File: src/core/adss_pkg.sv
package adss_pkg;
    localparam int ADDR_W = 4;
    localparam int DATA_W = 8;
    localparam int RES_W  = 12;
    localparam int CHAN_N = 16;

    localparam logic [3:0] ADDR_CTRL0  = 4'h0;
    localparam logic [3:0] ADDR_CTRL1  = 4'h1;
    localparam logic [3:0] ADDR_CTRL2  = 4'h2;
    localparam logic [3:0] ADDR_BGAP   = 4'h3;
    localparam logic [3:0] ADDR_RES_HI = 4'h4;
    localparam logic [3:0] ADDR_RES_LO = 4'h5;
    localparam logic [3:0] ADDR_IRQ    = 4'h6;
    localparam logic [3:0] ADDR_PIN_LO = 4'h7;
    localparam logic [3:0] ADDR_PIN_HI = 4'h8;

    localparam int C0_START    = 7;
    localparam int C0_BUSY     = 6;
    localparam int C0_PWR      = 5;
    localparam int C0_FMT      = 4;
    localparam int C0_CHAN_LSB = 0;
    localparam int C1_SRC_LSB  = 4;
    localparam int C1_DIV_LSB  = 0;
    localparam int C2_AMPIN    = 4;
    localparam int C2_REF_LSB  = 2;
    localparam int C2_GAIN_LSB = 0;
    localparam int BG_EN       = 0;
    localparam int IRQ_GIE     = 0;
    localparam int IRQ_CIE     = 1;
    localparam int IRQ_FLAG    = 2;

    localparam logic [7:0]  REG_RST  = 8'h00;
    localparam logic        BIT_RST  = 1'b0;
    localparam logic [11:0] RES_RST  = 12'h000;
    localparam logic [11:0] SAR_INIT = 12'h800;

    localparam logic [3:0] SAMPLE_CLKS = 4'h4;
    localparam logic [3:0] CONV_CLKS   = 4'hc;
    localparam logic [4:0] TOTAL_CLKS  = 5'h10;

    typedef enum logic [1:0] {REF_SUPPLY, REF_EXT_PIN, REF_AMP} adss_ref_t;
    typedef enum logic [2:0] {
        IN_EXT, IN_SUP1, IN_SUP2, IN_SUP4, IN_AMP1, IN_AMP2, IN_AMP4, IN_GND
    } adss_in_t;
    typedef enum logic [1:0] {ST_IDLE, ST_SAMPLE, ST_CONVERT} adss_state_t;
endpackage

File: src/core/adss_top.sv
`timescale 1ns/1ps
module adss_top
    import adss_pkg::*;
(
    input  wire logic                mclk,
    input  wire logic                rst_n,
    input  wire logic [ADDR_W-1:0]   addr,
    input  wire logic [DATA_W-1:0]   wr_data,
    input  wire logic                wr_en,
    input  wire logic                rd_en,
    output logic      [DATA_W-1:0]   rd_data,
    input  wire logic                cmp_in,
    input  wire logic [CHAN_N-1:0]   pull_up_req,
    input  wire logic [CHAN_N-1:0]   port_oe_req,
    output logic                     conv_power,
    output logic                     bandgap_enable,
    output adss_ref_t                ref_kind,
    output logic                     ext_ref_pin_en,
    output logic                     amp_bandgap_in,
    output logic                     amp_ext_pin_en,
    output logic      [1:0]          amp_gain,
    output adss_in_t                 in_kind,
    output logic                     ext_chan_en,
    output logic      [3:0]          ext_chan,
    output logic                     sample_on,
    output logic      [RES_W-1:0]    dac_code,
    output logic                     conv_busy,
    output logic                     irq,
    output logic      [CHAN_N-1:0]   pin_analog,
    output logic      [CHAN_N-1:0]   pull_up_en,
    output logic      [CHAN_N-1:0]   port_oe
);
    logic [DATA_W-1:0] rd_data_ff;
    logic              start_ff;
    logic              start_prev_ff;
    logic              pwr_ff;
    logic              fmt_ff;
    logic [3:0]        chan_ff;
    logic [3:0]        src_ff;
    logic [2:0]        div_ff;
    logic              ampin_ff;
    logic [1:0]        ref_ff;
    logic [1:0]        gain_ff;
    logic              bgap_ff;
    logic              gie_ff;
    logic              cie_ff;
    logic              flag_ff;
    logic              irq_ff;
    logic [CHAN_N-1:0] pin_ana_ff;
    logic [CHAN_N-1:0] pull_up_ff;
    logic [CHAN_N-1:0] port_oe_ff;
    logic [RES_W-1:0]  result_ff;
    logic [RES_W-1:0]  sar_ff;
    logic              busy_ff;
    adss_state_t       state_ff;
    logic [3:0]        cnt_ff;
    logic              sample_ff;
    logic              cmp_meta_ff;
    logic              cmp_ff;
    adss_ref_t         ref_kind_ff;
    logic              ext_ref_ff;
    logic              amp_bg_ff;
    logic              amp_ext_ff;
    adss_in_t          in_kind_ff;
    logic              ext_en_ff;
    logic [3:0]        ext_chan_ff;
    logic [DATA_W-1:0] nxt_rd_data;
    logic [RES_W-1:0]  nxt_sar;
    adss_ref_t         sel_ref;
    adss_in_t          sel_in;
    logic              sel_ext_ref;
    logic              sel_amp_bg;
    logic              sel_amp_ext;
    logic              sel_ext_en;
    logic              tick;
    logic              start_rise;
    logic              start_fall;
    logic              launch;
    logic              conv_done;

    function automatic logic [RES_W-1:0] sar_step(input logic [RES_W-1:0] code,
                                                  input logic [3:0]       step,
                                                  input logic             keep);
        logic [3:0] idx;
        logic [RES_W-1:0] r;
        idx = 4'(RES_W - 1) - step;
        r = code;
        if (!keep) begin
            r[idx] = 1'b0;
        end
        if (idx != 4'h0) begin
            r[idx - 4'h1] = 1'b1;
        end
        return r;
    endfunction

    wire wr_c0 = wr_en && (addr == ADDR_CTRL0);
    wire wr_c1 = wr_en && (addr == ADDR_CTRL1);
    wire wr_c2 = wr_en && (addr == ADDR_CTRL2);

    // control registers
    always_ff @(posedge mclk or negedge rst_n) begin
        if (!rst_n) begin
            start_ff <= BIT_RST;
            pwr_ff   <= BIT_RST;
            fmt_ff   <= BIT_RST;
            chan_ff  <= REG_RST[3:0];
            src_ff   <= REG_RST[3:0];
            div_ff   <= REG_RST[2:0];
            ampin_ff <= BIT_RST;
            ref_ff   <= REG_RST[1:0];
            gain_ff  <= REG_RST[1:0];
        end else begin
            if (wr_c0) begin
                start_ff <= wr_data[C0_START];
                pwr_ff   <= wr_data[C0_PWR];
                fmt_ff   <= wr_data[C0_FMT];
                chan_ff  <= wr_data[C0_CHAN_LSB +: 4];
            end
            if (wr_c1) begin
                src_ff <= wr_data[C1_SRC_LSB +: 4];
                div_ff <= wr_data[C1_DIV_LSB +: 3];
            end
            if (wr_c2) begin
                ampin_ff <= wr_data[C2_AMPIN];
                ref_ff   <= wr_data[C2_REF_LSB +: 2];
                gain_ff  <= wr_data[C2_GAIN_LSB +: 2];
            end
        end
    end

    always_ff @(posedge mclk or negedge rst_n) begin
        if (!rst_n) begin
            bgap_ff <= BIT_RST;
        end else if (wr_en && (addr == ADDR_BGAP)) begin
            bgap_ff <= wr_data[BG_EN];
        end
    end

    always_ff @(posedge mclk or negedge rst_n) begin
        if (!rst_n) begin
            pin_ana_ff <= '0;
        end else if (wr_en && (addr == ADDR_PIN_LO)) begin
            pin_ana_ff[7:0] <= wr_data;
        end else if (wr_en && (addr == ADDR_PIN_HI)) begin
            pin_ana_ff[15:8] <= wr_data;
        end
    end

    // start bit edges
    always_ff @(posedge mclk or negedge rst_n) begin
        if (!rst_n) begin
            start_prev_ff <= BIT_RST;
        end else begin
            start_prev_ff <= start_ff;
        end
    end

    assign start_rise = start_ff && !start_prev_ff;
    assign start_fall = !start_ff && start_prev_ff;
    assign launch     = start_fall && pwr_ff;

    adss_clk_div #(
        .SEL_W (3),
        .CNT_W (7)
    ) u_div (
        .mclk    (mclk),
        .rst_n   (rst_n),
        .restart (launch),
        .div_sel (div_ff),
        .tick    (tick)
    );

    assign conv_done = tick && (state_ff == ST_CONVERT) && (cnt_ff == CONV_CLKS - 4'h1)
                       && !start_rise && !launch && pwr_ff;

    // comparator from the analog core crosses into this domain
    always_ff @(posedge mclk or negedge rst_n) begin
        if (!rst_n) begin
            cmp_meta_ff <= BIT_RST;
            cmp_ff      <= BIT_RST;
        end else begin
            cmp_meta_ff <= cmp_in;
            cmp_ff      <= cmp_meta_ff;
        end
    end

    assign nxt_sar = sar_step(sar_ff, cnt_ff, cmp_ff);

    // sequencer, steps on converter ticks; a start rise or power-off aborts it and a launch restarts it at once
    always_ff @(posedge mclk or negedge rst_n) begin
        if (!rst_n) begin
            state_ff <= ST_IDLE;
            busy_ff  <= BIT_RST;
            cnt_ff   <= '0;
            sar_ff   <= RES_RST;
        end else if (start_rise || !pwr_ff) begin
            state_ff <= ST_IDLE;
            busy_ff  <= BIT_RST;
            cnt_ff   <= '0;
        end else if (launch) begin
            state_ff <= ST_SAMPLE;
            busy_ff  <= 1'b1;
            cnt_ff   <= '0;
        end else if (tick) begin
            unique case (state_ff)
                ST_IDLE: begin
                    cnt_ff <= '0;
                end
                ST_SAMPLE: begin
                    if (cnt_ff == SAMPLE_CLKS - 4'h1) begin
                        state_ff <= ST_CONVERT;
                        cnt_ff   <= '0;
                        sar_ff   <= SAR_INIT;
                    end else begin
                        cnt_ff <= cnt_ff + 4'h1;
                    end
                end
                ST_CONVERT: begin
                    sar_ff <= nxt_sar;
                    if (cnt_ff == CONV_CLKS - 4'h1) begin
                        state_ff <= ST_IDLE;
                        busy_ff  <= BIT_RST;
                        cnt_ff   <= '0;
                    end else begin
                        cnt_ff <= cnt_ff + 4'h1;
                    end
                end
            endcase
        end
    end

    always_ff @(posedge mclk or negedge rst_n) begin
        if (!rst_n) begin
            result_ff <= RES_RST;
        end else if (conv_done) begin
            result_ff <= nxt_sar;
        end
    end

    // a completion in the clearing cycle keeps the flag set
    always_ff @(posedge mclk or negedge rst_n) begin
        if (!rst_n) begin
            gie_ff  <= BIT_RST;
            cie_ff  <= BIT_RST;
            flag_ff <= BIT_RST;
        end else begin
            if (wr_en && (addr == ADDR_IRQ)) begin
                gie_ff <= wr_data[IRQ_GIE];
                cie_ff <= wr_data[IRQ_CIE];
            end
            if (conv_done) begin
                flag_ff <= 1'b1;
            end else if (wr_en && (addr == ADDR_IRQ)) begin
                flag_ff <= wr_data[IRQ_FLAG];
            end
        end
    end

    always_ff @(posedge mclk or negedge rst_n) begin
        if (!rst_n) begin
            irq_ff <= BIT_RST;
        end else begin
            irq_ff <= flag_ff && gie_ff && cie_ff;
        end
    end

    always_comb begin
        nxt_rd_data = '0;
        unique case (addr)
            ADDR_CTRL0: begin
                nxt_rd_data = {start_ff, busy_ff, pwr_ff, fmt_ff, chan_ff};
            end
            ADDR_CTRL1:  nxt_rd_data = {src_ff, 1'b0, div_ff};
            ADDR_CTRL2:  nxt_rd_data = {3'h0, ampin_ff, ref_ff, gain_ff};
            ADDR_BGAP:   nxt_rd_data = {7'h00, bgap_ff};
            ADDR_RES_HI: begin
                nxt_rd_data = fmt_ff ? {4'h0, result_ff[11:8]} : result_ff[11:4];
            end
            ADDR_RES_LO: begin
                nxt_rd_data = fmt_ff ? result_ff[7:0] : {result_ff[3:0], 4'h0};
            end
            ADDR_IRQ:    nxt_rd_data = {5'h00, flag_ff, cie_ff, gie_ff};
            ADDR_PIN_LO: nxt_rd_data = pin_ana_ff[7:0];
            ADDR_PIN_HI: nxt_rd_data = pin_ana_ff[15:8];
            default:     nxt_rd_data = '0;
        endcase
    end

    always_ff @(posedge mclk or negedge rst_n) begin
        if (!rst_n) begin
            rd_data_ff <= REG_RST;
        end else begin
            rd_data_ff <= rd_en ? nxt_rd_data : REG_RST;
        end
    end

    adss_src_sel u_sel (
        .ref_src_sel      (ref_ff),
        .amp_input_sel    (ampin_ff),
        .input_source_sel (src_ff),
        .ref_kind         (sel_ref),
        .ext_ref_pin_en   (sel_ext_ref),
        .amp_bandgap_in   (sel_amp_bg),
        .amp_ext_pin_en   (sel_amp_ext),
        .in_kind          (sel_in),
        .ext_chan_en      (sel_ext_en)
    );

    // analog routing and pin overrides
    always_ff @(posedge mclk or negedge rst_n) begin
        if (!rst_n) begin
            ref_kind_ff <= REF_SUPPLY;
            ext_ref_ff  <= BIT_RST;
            amp_bg_ff   <= BIT_RST;
            amp_ext_ff  <= BIT_RST;
            in_kind_ff  <= IN_EXT;
            ext_en_ff   <= BIT_RST;
            ext_chan_ff <= '0;
            sample_ff   <= BIT_RST;
            pull_up_ff  <= '0;
            port_oe_ff  <= '0;
        end else begin
            ref_kind_ff <= sel_ref;
            ext_ref_ff  <= sel_ext_ref;
            amp_bg_ff   <= sel_amp_bg;
            amp_ext_ff  <= sel_amp_ext;
            in_kind_ff  <= sel_in;
            ext_en_ff   <= sel_ext_en;
            ext_chan_ff <= sel_ext_en ? chan_ff : 4'h0;
            sample_ff   <= (state_ff == ST_SAMPLE);
            pull_up_ff  <= pull_up_req & ~pin_ana_ff;
            port_oe_ff  <= port_oe_req & ~pin_ana_ff;
        end
    end

    assign rd_data        = rd_data_ff;
    assign conv_power     = pwr_ff;
    assign bandgap_enable = bgap_ff;
    assign ref_kind       = ref_kind_ff;
    assign ext_ref_pin_en = ext_ref_ff;
    assign amp_bandgap_in = amp_bg_ff;
    assign amp_ext_pin_en = amp_ext_ff;
    assign amp_gain       = gain_ff;
    assign in_kind        = in_kind_ff;
    assign ext_chan_en    = ext_en_ff;
    assign ext_chan       = ext_chan_ff;
    assign sample_on      = sample_ff;
    assign dac_code       = sar_ff;
    assign conv_busy      = busy_ff;
    assign irq            = irq_ff;
    assign pin_analog     = pin_ana_ff;
    assign pull_up_en     = pull_up_ff;
    assign port_oe        = port_oe_ff;

    // checks
    logic [4:0] tk_cnt_ff;
    always_ff @(posedge mclk or negedge rst_n) begin
        if (!rst_n) begin
            tk_cnt_ff <= '0;
        end else if (launch) begin
            tk_cnt_ff <= '0;
        end else if (busy_ff && tick) begin
            tk_cnt_ff <= tk_cnt_ff + 5'h1;
        end
    end
endmodule

File: src/core/adss_clk_div.sv
`timescale 1ns/1ps
module adss_clk_div
    import adss_pkg::*;
#(
    parameter int SEL_W = 3,
    parameter int CNT_W = 7
) (
    input  wire logic             mclk,
    input  wire logic             rst_n,
    input  wire logic             restart,
    input  wire logic [SEL_W-1:0] div_sel,
    output logic                  tick
);
    logic [CNT_W-1:0] cnt_ff;
    logic [CNT_W-1:0] limit;

    // divide by 2**div_sel; select 0 ticks on every edge
    assign limit = CNT_W'((1 << div_sel) - 1);
    assign tick  = (cnt_ff == limit);

    always_ff @(posedge mclk or negedge rst_n) begin
        if (!rst_n) begin
            cnt_ff <= '0;
        end else if (restart || tick) begin
            cnt_ff <= '0;
        end else begin
            cnt_ff <= cnt_ff + 1'b1;
        end
    end
endmodule

File: src/core/adss_src_sel.sv
`timescale 1ns/1ps
module adss_src_sel
    import adss_pkg::*;
(
    input  wire logic [1:0] ref_src_sel,
    input  wire logic       amp_input_sel,
    input  wire logic [3:0] input_source_sel,
    output adss_ref_t       ref_kind,
    output logic            ext_ref_pin_en,
    output logic            amp_bandgap_in,
    output logic            amp_ext_pin_en,
    output adss_in_t        in_kind,
    output logic            ext_chan_en
);
    always_comb begin
        unique case (ref_src_sel)
            2'b00:        ref_kind = REF_SUPPLY;
            2'b01:        ref_kind = REF_EXT_PIN;
            2'b10, 2'b11: ref_kind = REF_AMP;
        endcase
        // the pin is only connected when no internal reference is chosen
        ext_ref_pin_en = (ref_kind == REF_EXT_PIN);
        amp_bandgap_in = amp_input_sel;
        amp_ext_pin_en = !amp_input_sel;
        unique case (input_source_sel)
            4'b0000, 4'b0100, 4'b1100,
            4'b1101, 4'b1110, 4'b1111: in_kind = IN_EXT;
            4'b0001: in_kind = IN_SUP1;
            4'b0010: in_kind = IN_SUP2;
            4'b0011: in_kind = IN_SUP4;
            4'b0101: in_kind = IN_AMP1;
            4'b0110: in_kind = IN_AMP2;
            4'b0111: in_kind = IN_AMP4;
            4'b1000, 4'b1001,
            4'b1010, 4'b1011: in_kind = IN_GND;
        endcase
        ext_chan_en = (in_kind == IN_EXT);
    end
endmodule

File: config.mk
export PLATFORM = sky130hd
export DESIGN_NAME = adss_top
export DESIGN_NICKNAME = d
export VERILOG_FILES = /design/src/core/adss_pkg.sv /design/src/core/adss_top.sv /design/src/core/adss_clk_div.sv /design/src/core/adss_src_sel.sv
export SDC_FILE = /design/constraint.sdc
export NUM_CORES = 1
export LEC_CHECK = 0
export BUFFER_PORTS_ARGS = -buffer_cell sky130_fd_sc_hd__buf_2
export CELL_PAD_IN_SITES_DETAIL_PLACEMENT = 2
export CELL_PAD_IN_SITES_GLOBAL_PLACEMENT = 2
export CORE_MARGIN = 8
export CORE_UTILIZATION = 38
export CTS_CLUSTER_SIZE = 8
export DETAILED_ROUTE_END_ITERATION = 16
export PLACE_DENSITY = 0.94
export SKIP_CTS_REPAIR_TIMING = 1
export SYNTH_ARGS = -nofsm -noshare
export SYNTH_HDL_FRONTEND = slang
export SYNTH_SLANG_ARGS = --single-unit
File: constraint.sdc
create_clock -name mclk -period 6 [get_ports mclk]
set_clock_uncertainty 0.05 [all_clocks]
set_input_delay 1.2 -clock mclk [delete_from_list [all_inputs] [get_ports mclk]]
set_output_delay 1.2 -clock mclk [all_outputs]
set_load 0.01 [all_outputs]
==> impl_metrics.toml, run 1 <==
[cells_and_area]
area_delta_synth_final_pct = 22.6
final-instance-count-excl-fill = 926
utilization_pct = 47.7
n_fill_cell = 1675
seqCellArea_sq_um = 3350
nNetsFinal = 754
drive_above_1_share_pct = 33.9
multi_input_area_sq_um = 2930
fin_area_sq_um = 7930

[cts]
htreeDepth = 4
insertion_delay_ns = 0.44
clkTransAtPathRegs_ns = 0.06
cts_tree = "built"
cts.sinks = 134
cts_buffers = 17
cts_buffer_depth = 2
cts_root_buf = "clkbuf_16"

[synth]
yosysUniqueCellTypes = 69
ys_seq_area_share_pct = 51.8
synthCells = 562
ys_ff_latch = 134
synth_area_leaders = "dfrtp_1 (52%), mux2_2 (8.0%), nor2b_1 (4.4%), mux2i_1 (2.5%), ha_1 (2.3%)"
synth-async-reset-ratio_pct = 100
synth_top_area_cell = "dfrtp_1"
synth_area_sq_um = 6470
synth_top_cell_area_share_pct = 51.8
synthesis.nets = 623
synth_ff_type = "dfrtp_1"
yosysWarnings = 0
synth-edff-count = 0
syn_area_per_cell_sq_um = 11.5

[detailed_routing]
drc = 0
drtIter0Drc = 414
drt-total-wl_um = 28000
antenna_left = 0
drtPass1Iterations = 5
vias_per_cell = 6.06
num_vias = 5612
post_drt_wl_per_cell_um = 30.3

[placed_design]
gp_congestion = 0.851
io_buffer_count = 136
dp_slack_ns = 2.27
dp.cells = 894
place_area_sq_um = 7330
hpwl_um = 17400

[global_route]
grt_usage_pct = 26.7
grt_pass1_wl_um = 43100
antenna_found_initial = 1
grt_max_degree = 83
grt_pass1_vias = 6491
grt_overflow = 0

[sta]
fin_tns_setup_ns = 0
fin_crit_ns = 4.14
worst_slack_ns = 1.86
rsz0062_at_grt = "no"
fmax_mhz = 242
holdWs_ns = 0.304
tightest_slew_ns = 1.19
period_share_pct = 69.0
setup_viol = 0
maxSlewViolCount = 0
slew_headroom_pct = 20.4
hold_viol = 0

[worst_setup_path]
r2r_start = "div_ff[2]"
cp_max_fo = 14
cp-end-kind = "flop"
reg2reg_slack_ns = 1.86
arrival_ns = 4.41
crit_type = "reg2reg"
critPathLaunchType = "flop"
r2r-end = "result_ff[1]"
worst_r2r_path_depth = 7
worstPathRequired_ns = 6.27

[power_and_ir_drop]
fin_total_pwr_mw = 3.05
power_leakage_nw = 3.71
powerDensity_nw_per_um2 = 384
ir_drop_v = 0.000239

[floorplan]
core_sq_um = 16600
die_h_um = 146
rows = 47
initial_utilization_pct = 38.9
pin_count = 137
fp.dieArea_sq_um = 21500
die-width_um = 146

[job]
cap_violations = 0

[min_path]
hp-class = "reg2reg"
hold_end = "cmp_ff"
min_from = "cmp_meta_ff"
hold_depth = 0

[status]
status = "finished, final reports clean"
[cell families (layout without fill, tap and decap cells)]
kind of cell,count (synthesis),in the layout,share of synthesized area [%]
and+or+nand+nor,171,171,14.8
DFF,134,134,51.8
AOI/OAI and AO/OA,118,118,14.9
muxes,70,70,11.9
buffers and inverters,47,190,2.94
adders and majority gates,12,12,2.32
xor gates and xnor gates,10,10,1.35
other,0,1,0
[power by group]
part,leakage [nW],switching [mW],total (mW),internal (mW)
Clock,0.292,0.431,1.09,0.659
Combinational,1.69,0.444,0.720,0.276
Sequential,1.72,0.187,1.23,1.05
[how the worst max path moves through the flow]
| stage | start | end | slack [ns] | cells after the start |
|---|---|---|---|---|
| 2_1_floorplan | div_ff[2] | result_ff[10] | 2.86 | 10 |
| 3_5_place_dp | div_ff[2] | result_ff[2] | 2.27 | 7 |
| 6_report | div_ff[2] | result_ff[1] | 1.86 | 7 |
| 5_1_grt | div_ff[2] | result_ff[1] | 1.75 | 7 |
| 3_3_place_gp | div_ff[2] | result_ff[2] | 2.57 | 7 |
| 4_1_cts | div_ff[2] | result_ff[1] | 1.91 | 7 |
[per-layer routing]
| metal | global-route usage, % | up-vias | routed length, um |
|---|---|---|---|
| li1 | - | 2302 | - |
| met1 | 28.8 | 2935 | 10300 |
| met2 | 47.7 | 292 | 14900 |
| met3 | 6.12 | 83 | 1620 |
| met4 | 14.1 | 0 | 1130 |
| met5 | 0 | - | 0 |
[sequential cells by signal, summed over array words and instances (netlist names), 7 cells and up]
| signal | count |
|---|---|
| dac_code | 12 |
| pin_analog | 16 |
| port_oe | 16 |
| pull_up_en | 16 |
| rd_data | 8 |
| result_ff | 12 |
| u_div.cnt_ff | 7 |
[worst max-delay path: stages (launching register included)]
cell and delay, ns:
dfrtp_1 0.54, or3_1 0.45, ha_1 0.33, xnor2_1 0.25, nor4_2 0.57, o211ai_4 0.26, a2111oi_4 1.09, mux2_2 0.45
[cells in the mapped netlist, types with 3 or more instances]
cell type,number
dfrtp_1,134
mux2_2,46
nor2b_1,46
nand2_1,36
inv_1,21
nor2_1,20
clkbuf_1,17
mux2i_1,16
a21oi_1,14
nand3_1,14
o21ai_0,13
ha_1,12
and3_1,11
and2_1,9
mux2_1,8
o31a_1,8
o31ai_1,8
a31o_2,7
nand2b_1,7
xnor2_1,7
a22oi_1,6
nor4_1,6
a22o_1,5
a32o_1,5
buf_2,5
o2111ai_1,5
a31oi_1,4
or2_2,4
a221oi_1,3
a2bb2oi_1,3
nand3b_1,3
nor3_1,3
o211ai_1,3
o21bai_1,3
o32ai_1,3
xor2_1,3
[final cells by class]
cell class / count / share of cell area, %
flip-flops and latches: 134 / 42.3
repair buffers: 138 / 8.85
clock inverters: 13 / 1.97
inverters: 21 / 0.994
multi-input cells: 381 / 36.9
diodes: 1 / 0.0315
clock buffers: 18 / 5.54
well taps: 220 / 3.47
[cells in the final DEF (no fill, tap or decap), types with 7 or more instances in the layout]
master and count:
a21oi_1 14, a31o_2 7, and2_1 9, and3_1 11, buf_2 135, clkbuf_16 17
dfrtp_1 134, ha_1 12, inv_1 21, mux2_1 8, mux2_2 46, mux2i_1 16
nand2_1 36, nand2b_1 7, nand3_1 14, nor2_1 20, nor2b_1 46, o21ai_0 13
o31a_1 8, o31ai_1 8, xnor2_1 7
Power figures use the tool's default switching activity.
==> run 2, diff against run 1 <==
--- a/config.mk
+++ b/config.mk
@@ -9,10 +9,10 @@
 export CELL_PAD_IN_SITES_DETAIL_PLACEMENT = 2
 export CELL_PAD_IN_SITES_GLOBAL_PLACEMENT = 2
 export CORE_MARGIN = 8
-export CORE_UTILIZATION = 38
+export CORE_UTILIZATION = 35
 export CTS_CLUSTER_SIZE = 8
 export DETAILED_ROUTE_END_ITERATION = 16
-export PLACE_DENSITY = 0.94
+export PLACE_DENSITY = 0.88
 export SKIP_CTS_REPAIR_TIMING = 1
 export SYNTH_ARGS = -nofsm -noshare
 export SYNTH_HDL_FRONTEND = slang
==> constraint.sdc (replaced) <==
create_clock -name mclk -period 3.88 [get_ports mclk]
set_clock_uncertainty 0.05 [all_clocks]
set_input_delay 0.776 -clock mclk [delete_from_list [all_inputs] [get_ports mclk]]
set_output_delay 0.776 -clock mclk [all_outputs]
set_load 0.01 [all_outputs]
==> impl_metrics.toml, run 2 (synthesized netlist as in run 1, its figures left out) <==
[worst_setup_path]
cp_slowest_cell = "dfrtp_1"
worstPathRequired_ns = 4.13
arrival_ns = 3.64
cp-end-kind = "flop"
cp_max_fo = 14
crit_type = "reg2reg"
slowest_delay_ns = 0.54
critPathLaunchType = "flop"
crit_path_cell_trace = "or3_1 > ha_1 > xnor2_1 > nor4_2 > o211ai_4 > a2111oi_4 > buf_4 > mux2_1"

[status]
status = "finished, final reports clean"

[cts]
cts_root_buf = "clkbuf_16"
htreeDepth = 4
insertion_delay_ns = 0.43
cts_tree = "built"
cts_buffer_depth = 2
clkTransAtPathRegs_ns = 0.06
cts_buffers = 17
cts.sinks = 134

[detailed_routing]
post_drt_wl_per_cell_um = 24.7
drtPass1Iterations = 4
antenna_left = 0
vias_per_cell = 5.54
drtIter0Drc = 283
drc = 0
drt-total-wl_um = 23200
num_vias = 5181

[sta]
rsz0062_at_grt = "no"
maxSlewViolCount = 0
fin_tns_setup_ns = 0
hold_viol = 0
slew_headroom_pct = 44.5
fmax_mhz = 295
worst_slack_ns = 0.485
fin_crit_ns = 3.40
holdWs_ns = 0.312
setup_viol = 0
period_share_pct = 87.5
tightest_slew_ns = 0.832

[power_and_ir_drop]
power_leakage_nw = 3.73
powerDensity_nw_per_um2 = 580
ir_drop_v = 0.000348

[placed_design]
place_area_sq_um = 7370
dp_slack_ns = 0.600
io_buffer_count = 136
gp_congestion = 0.850
hpwl_um = 16300

[cells_and_area]
drive_above_1_share_pct = 34.1
nNetsFinal = 756
area_delta_synth_final_pct = 23.4
mostFrequentLayoutCells = "buf_2 (135), dfrtp_1 (134), nor2b_1 (46), mux2_2 (46), nand2_1 (36)"
fin_area_sq_um = 7990
antennaDiodeCount = 0
n_fill_cell = 1859
final_common_cell = "buf_2"
utilization_pct = 44.3

[floorplan]
rows = 49
initial_utilization_pct = 35.9
die-width_um = 152
die_h_um = 152
pin_count = 137
core_sq_um = 18000
fp.dieArea_sq_um = 23100

[global_route]
grt_pass1_vias = 6026
antenna_found_initial = 0
grt_overflow = 0
grt_usage_pct = 20.4
grt_pass1_wl_um = 37200
grt_max_degree = 90

[job]
cap_violations = 0

[min_path]
hp-class = "reg2reg"
==> run 2: cell count changes in the layout (fill, tap and decap cells not counted), sizes merged <==
cell / delta
inv: +3
buf: +2
clkinvlp: -2
clkinv: -1
diode: -1
==> run 2: path summary, 6_finish.rpt <==
path,start,endpoint,slack (ns),cells after the start
worst max-delay path,div_ff[2],result_ff[10],0.48,8
worst min-delay path,cmp_meta_ff,cmp_ff,0.31,0
worst max register to register,div_ff[2],result_ff[10],0.48,8
worst min register to register,cmp_meta_ff,cmp_ff,0.31,0
max in group asynchronous,rst_n,cmp_ff,2.68,2
min in group asynchronous,rst_n,port_oe[2],0.36,1
==> run 2: where the power goes <==
part | switching (mW) | internal [mW] | total (mW)
Clock | 0.677 | 1.04 | 1.71
Combinational | 0.607 | 0.426 | 1.03
Sequential | 0.269 | 1.62 | 1.89
Total | 1.55 | 3.08 | 4.64
==> run 2: layer usage <==
metal | up-vias | part of all wire (%) | GRT usage [%] | wire (um)
li1 | 2298 | - | - | -
met3 | 36 | 4.2 | 4.77 | 969
met2 | 152 | 52 | 35.5 | 12100
met1 | 2695 | 42 | 24.1 | 9650
met5 | - | 0 | 0 | 0
met4 | 0 | 2.1 | 6.93 | 488
==> run 2: cell type report <==
cell class                      count  area [sq um]  share of cell area (%)
Timing Repair Buffer              140           729                    9.14
Sequential cell                   134          3350                    42.0
Clock inverter                     13           173                    2.16
Clock buffer                       18           439                    5.50
Inverter                           21          78.8                   0.987
Multi-Input combinational cell    381          2930                    36.6
Tap cell                          229           287                    3.59
==> run 2: metrics by stage <==
step                      total power [mW]  std cells
after floorplan                       2.45        562
after global placement                2.80        905
after detailed placement              2.91        905
after CTS                             4.69        936
after global routing                  4.83        936
final                                 4.64        936
==> run 2: worst max-delay path: cells and delay by family (launching register included) <==
family          cells  cell delay [ns]
compound gates      2             0.61
xor+xnor            1             0.21
fa+ha+maj           1             0.31
buf+inv             1             0.27
flops               1             0.54
mux                 1             0.36
simple gates        2             0.93
==> run 3, diff against run 2 <==
--- a/config.mk
+++ b/config.mk
@@ -12,6 +12,9 @@
 export CORE_UTILIZATION = 35
 export CTS_CLUSTER_SIZE = 8
 export DETAILED_ROUTE_END_ITERATION = 16
+export GPL_ROUTABILITY_DRIVEN = 0
+export HOLD_SLACK_MARGIN = 0.02
+export MAX_ROUTING_LAYER = met4
 export PLACE_DENSITY = 0.88
 export SKIP_CTS_REPAIR_TIMING = 1
 export SYNTH_ARGS = -nofsm -noshare
==> impl_metrics.toml, run 3 (synthesized netlist as in run 1, its figures left out) <==
[status]
status = "finished, final reports clean"

[cts]
insertion_delay_ns = 0.42
htreeDepth = 4
cts_tree = "built"
cts_buffers = 17
cts_root_buf = "clkbuf_16"
cts.sinks = 134
clkTransAtPathRegs_ns = 0.06
cts_buffer_depth = 2

[sta]
fin_tns_setup_ns = 0
period_share_pct = 88.8
maxSlewViolCount = 0
holdWs_ns = 0.305
fin_crit_ns = 3.44
slew_headroom_pct = 44.0
fmax_mhz = 290
tightest_slew_ns = 0.841
rsz0062_at_grt = "no"
hold_viol = 0
setup_viol = 0

[cells_and_area]
seqCellArea_sq_um = 3350
drive_above_1_share_pct = 34.2
n_fill_cell = 1898
area_delta_synth_final_pct = 23.0
antennaDiodeCount = 0
fin_area_sq_um = 7960
final-instance-count-excl-fill = 937
final_common_cell = "buf_2"
nNetsFinal = 756
mostFrequentLayoutCells = "buf_2 (135), dfrtp_1 (134), nor2b_1 (46), mux2_2 (46), nand2_1 (36)"
multi_input_area_sq_um = 2930

[global_route]
busiest_layer = "met2"
grt_pass1_wl_um = 36400
gr-usage-met3_pct = 4.43
groute.layer.met1.usage_pct = 22.8
antenna_found_initial = 0
use_met2_pct = 35.9
grt_usage_pct = 20.6
grt_max_degree = 90
grt_overflow = 0
grt_pass1_vias = 6023

[detailed_routing]
antenna_left = 0
drtIter0Drc = 228
vias_per_cell = 5.55
num_vias = 5202
post_drt_wl_per_cell_um = 24.6
drc = 0
drtPass1Iterations = 4
drt-total-wl_um = 23000

[floorplan]
initial_utilization_pct = 35.9
die_h_um = 152
rows = 49
core_sq_um = 18000
fp.dieArea_sq_um = 23100
pin_count = 137
die-width_um = 152

[placed_design]
io_buffer_count = 136
hpwl_um = 16600
place_area_sq_um = 7370
dp.cells = 905

[power_and_ir_drop]
power_leakage_nw = 3.72
ir_drop_v = 0.000344
powerDensity_nw_per_um2 = 569

[worst_setup_path]
slowest_delay_ns = 0.54
crit_type = "reg2reg"
critPathLaunchType = "flop"
worstPathRequired_ns = 4.12
r2r-end = "result_ff[3]"
reg2reg_slack_ns = 0.44
crit_path_cell_trace = "or3_1 > ha_1 > xnor2_1 > nor4_2 > o211ai_4 > a2111oi_4 > buf_4 > mux2_2"
arrival_ns = 3.69
cp_max_fo = 14
cp-end-kind = "flop"
critPathLaunch = "div_ff[2]"
worst_r2r_path_depth = 8
r2r_start = "div_ff[2]"
endpoint = "result_ff[3]"
cp_slowest_cell = "dfrtp_1"

[job]
cap_violations = 0

[min_path]
hp-class = "reg2reg"
[run 3: cell count changes in the layout (fill, tap and decap cells not counted), sizes merged]
cell | before | now
clkinv | 6 | 7
clkbuf | 18 | 20
bufinv | 3 | 1
clkinvlp | 0 | 1
inv | 25 | 24
[run 3: worst max-delay path, delay by kind of cell (launching register included)]
family,cells,cell delay [ns]
compound gates,2,0.60
xor+xnor,1,0.21
fa+ha+maj,1,0.31
buf+inv,1,0.27
flops,1,0.54
mux,1,0.37
simple gates,2,0.95
[run 3: per-layer routing]
| metal | wire length (um) | vias to the layer above |
|---|---|---|
| met4 | 582 | 0 |
| met5 | 0 | - |
| met1 | 9400 | 2704 |
| li1 | - | 2306 |
| met2 | 12100 | 155 |
| met3 | 935 | 37 |
[run 3: metrics by stage]
stage	total power, mW	setup WS, ns	util, %
final	4.53	0.435	44.1
after global routing	4.72	0.249	44.1
after CTS	4.57	0.426	44.1
after detailed placement	2.92	0.568	40.9
after global placement	2.80	0.739	40.9
after floorplan	2.45	0.744	-
[run 3: area by class of cell]
| type | instances | share of cell area (%) |
|---|---|---|
| Tap cell | 229 | 3.60 |
| Inverter | 21 | 0.991 |
| Multi-Input combinational cell | 381 | 36.8 |
| Timing Repair Buffer | 140 | 9.17 |
| Clock inverter | 12 | 1.48 |
| Clock buffer | 20 | 5.86 |
| Sequential cell | 134 | 42.1 |
[run 3: report_power, final]
group / internal [mW] / total [mW] / switching, mW
clock: 0.942 / 1.61 / 0.672
combinational: 0.427 / 1.02 / 0.595
sequential: 1.62 / 1.89 / 0.272
[run 3: worst min-delay path by stage]
stage,from,end,slack [ns],cells after the start
2_1_floorplan,cmp_meta_ff,cmp_ff,0.28,0
3_3_place_gp,cmp_meta_ff,cmp_ff,0.29,0
6_report,cmp_meta_ff,cmp_ff,0.30,0
3_5_place_dp,cmp_meta_ff,cmp_ff,0.29,0
5_1_grt,cmp_meta_ff,cmp_ff,0.31,0
4_1_cts,cmp_meta_ff,cmp_ff,0.31,0
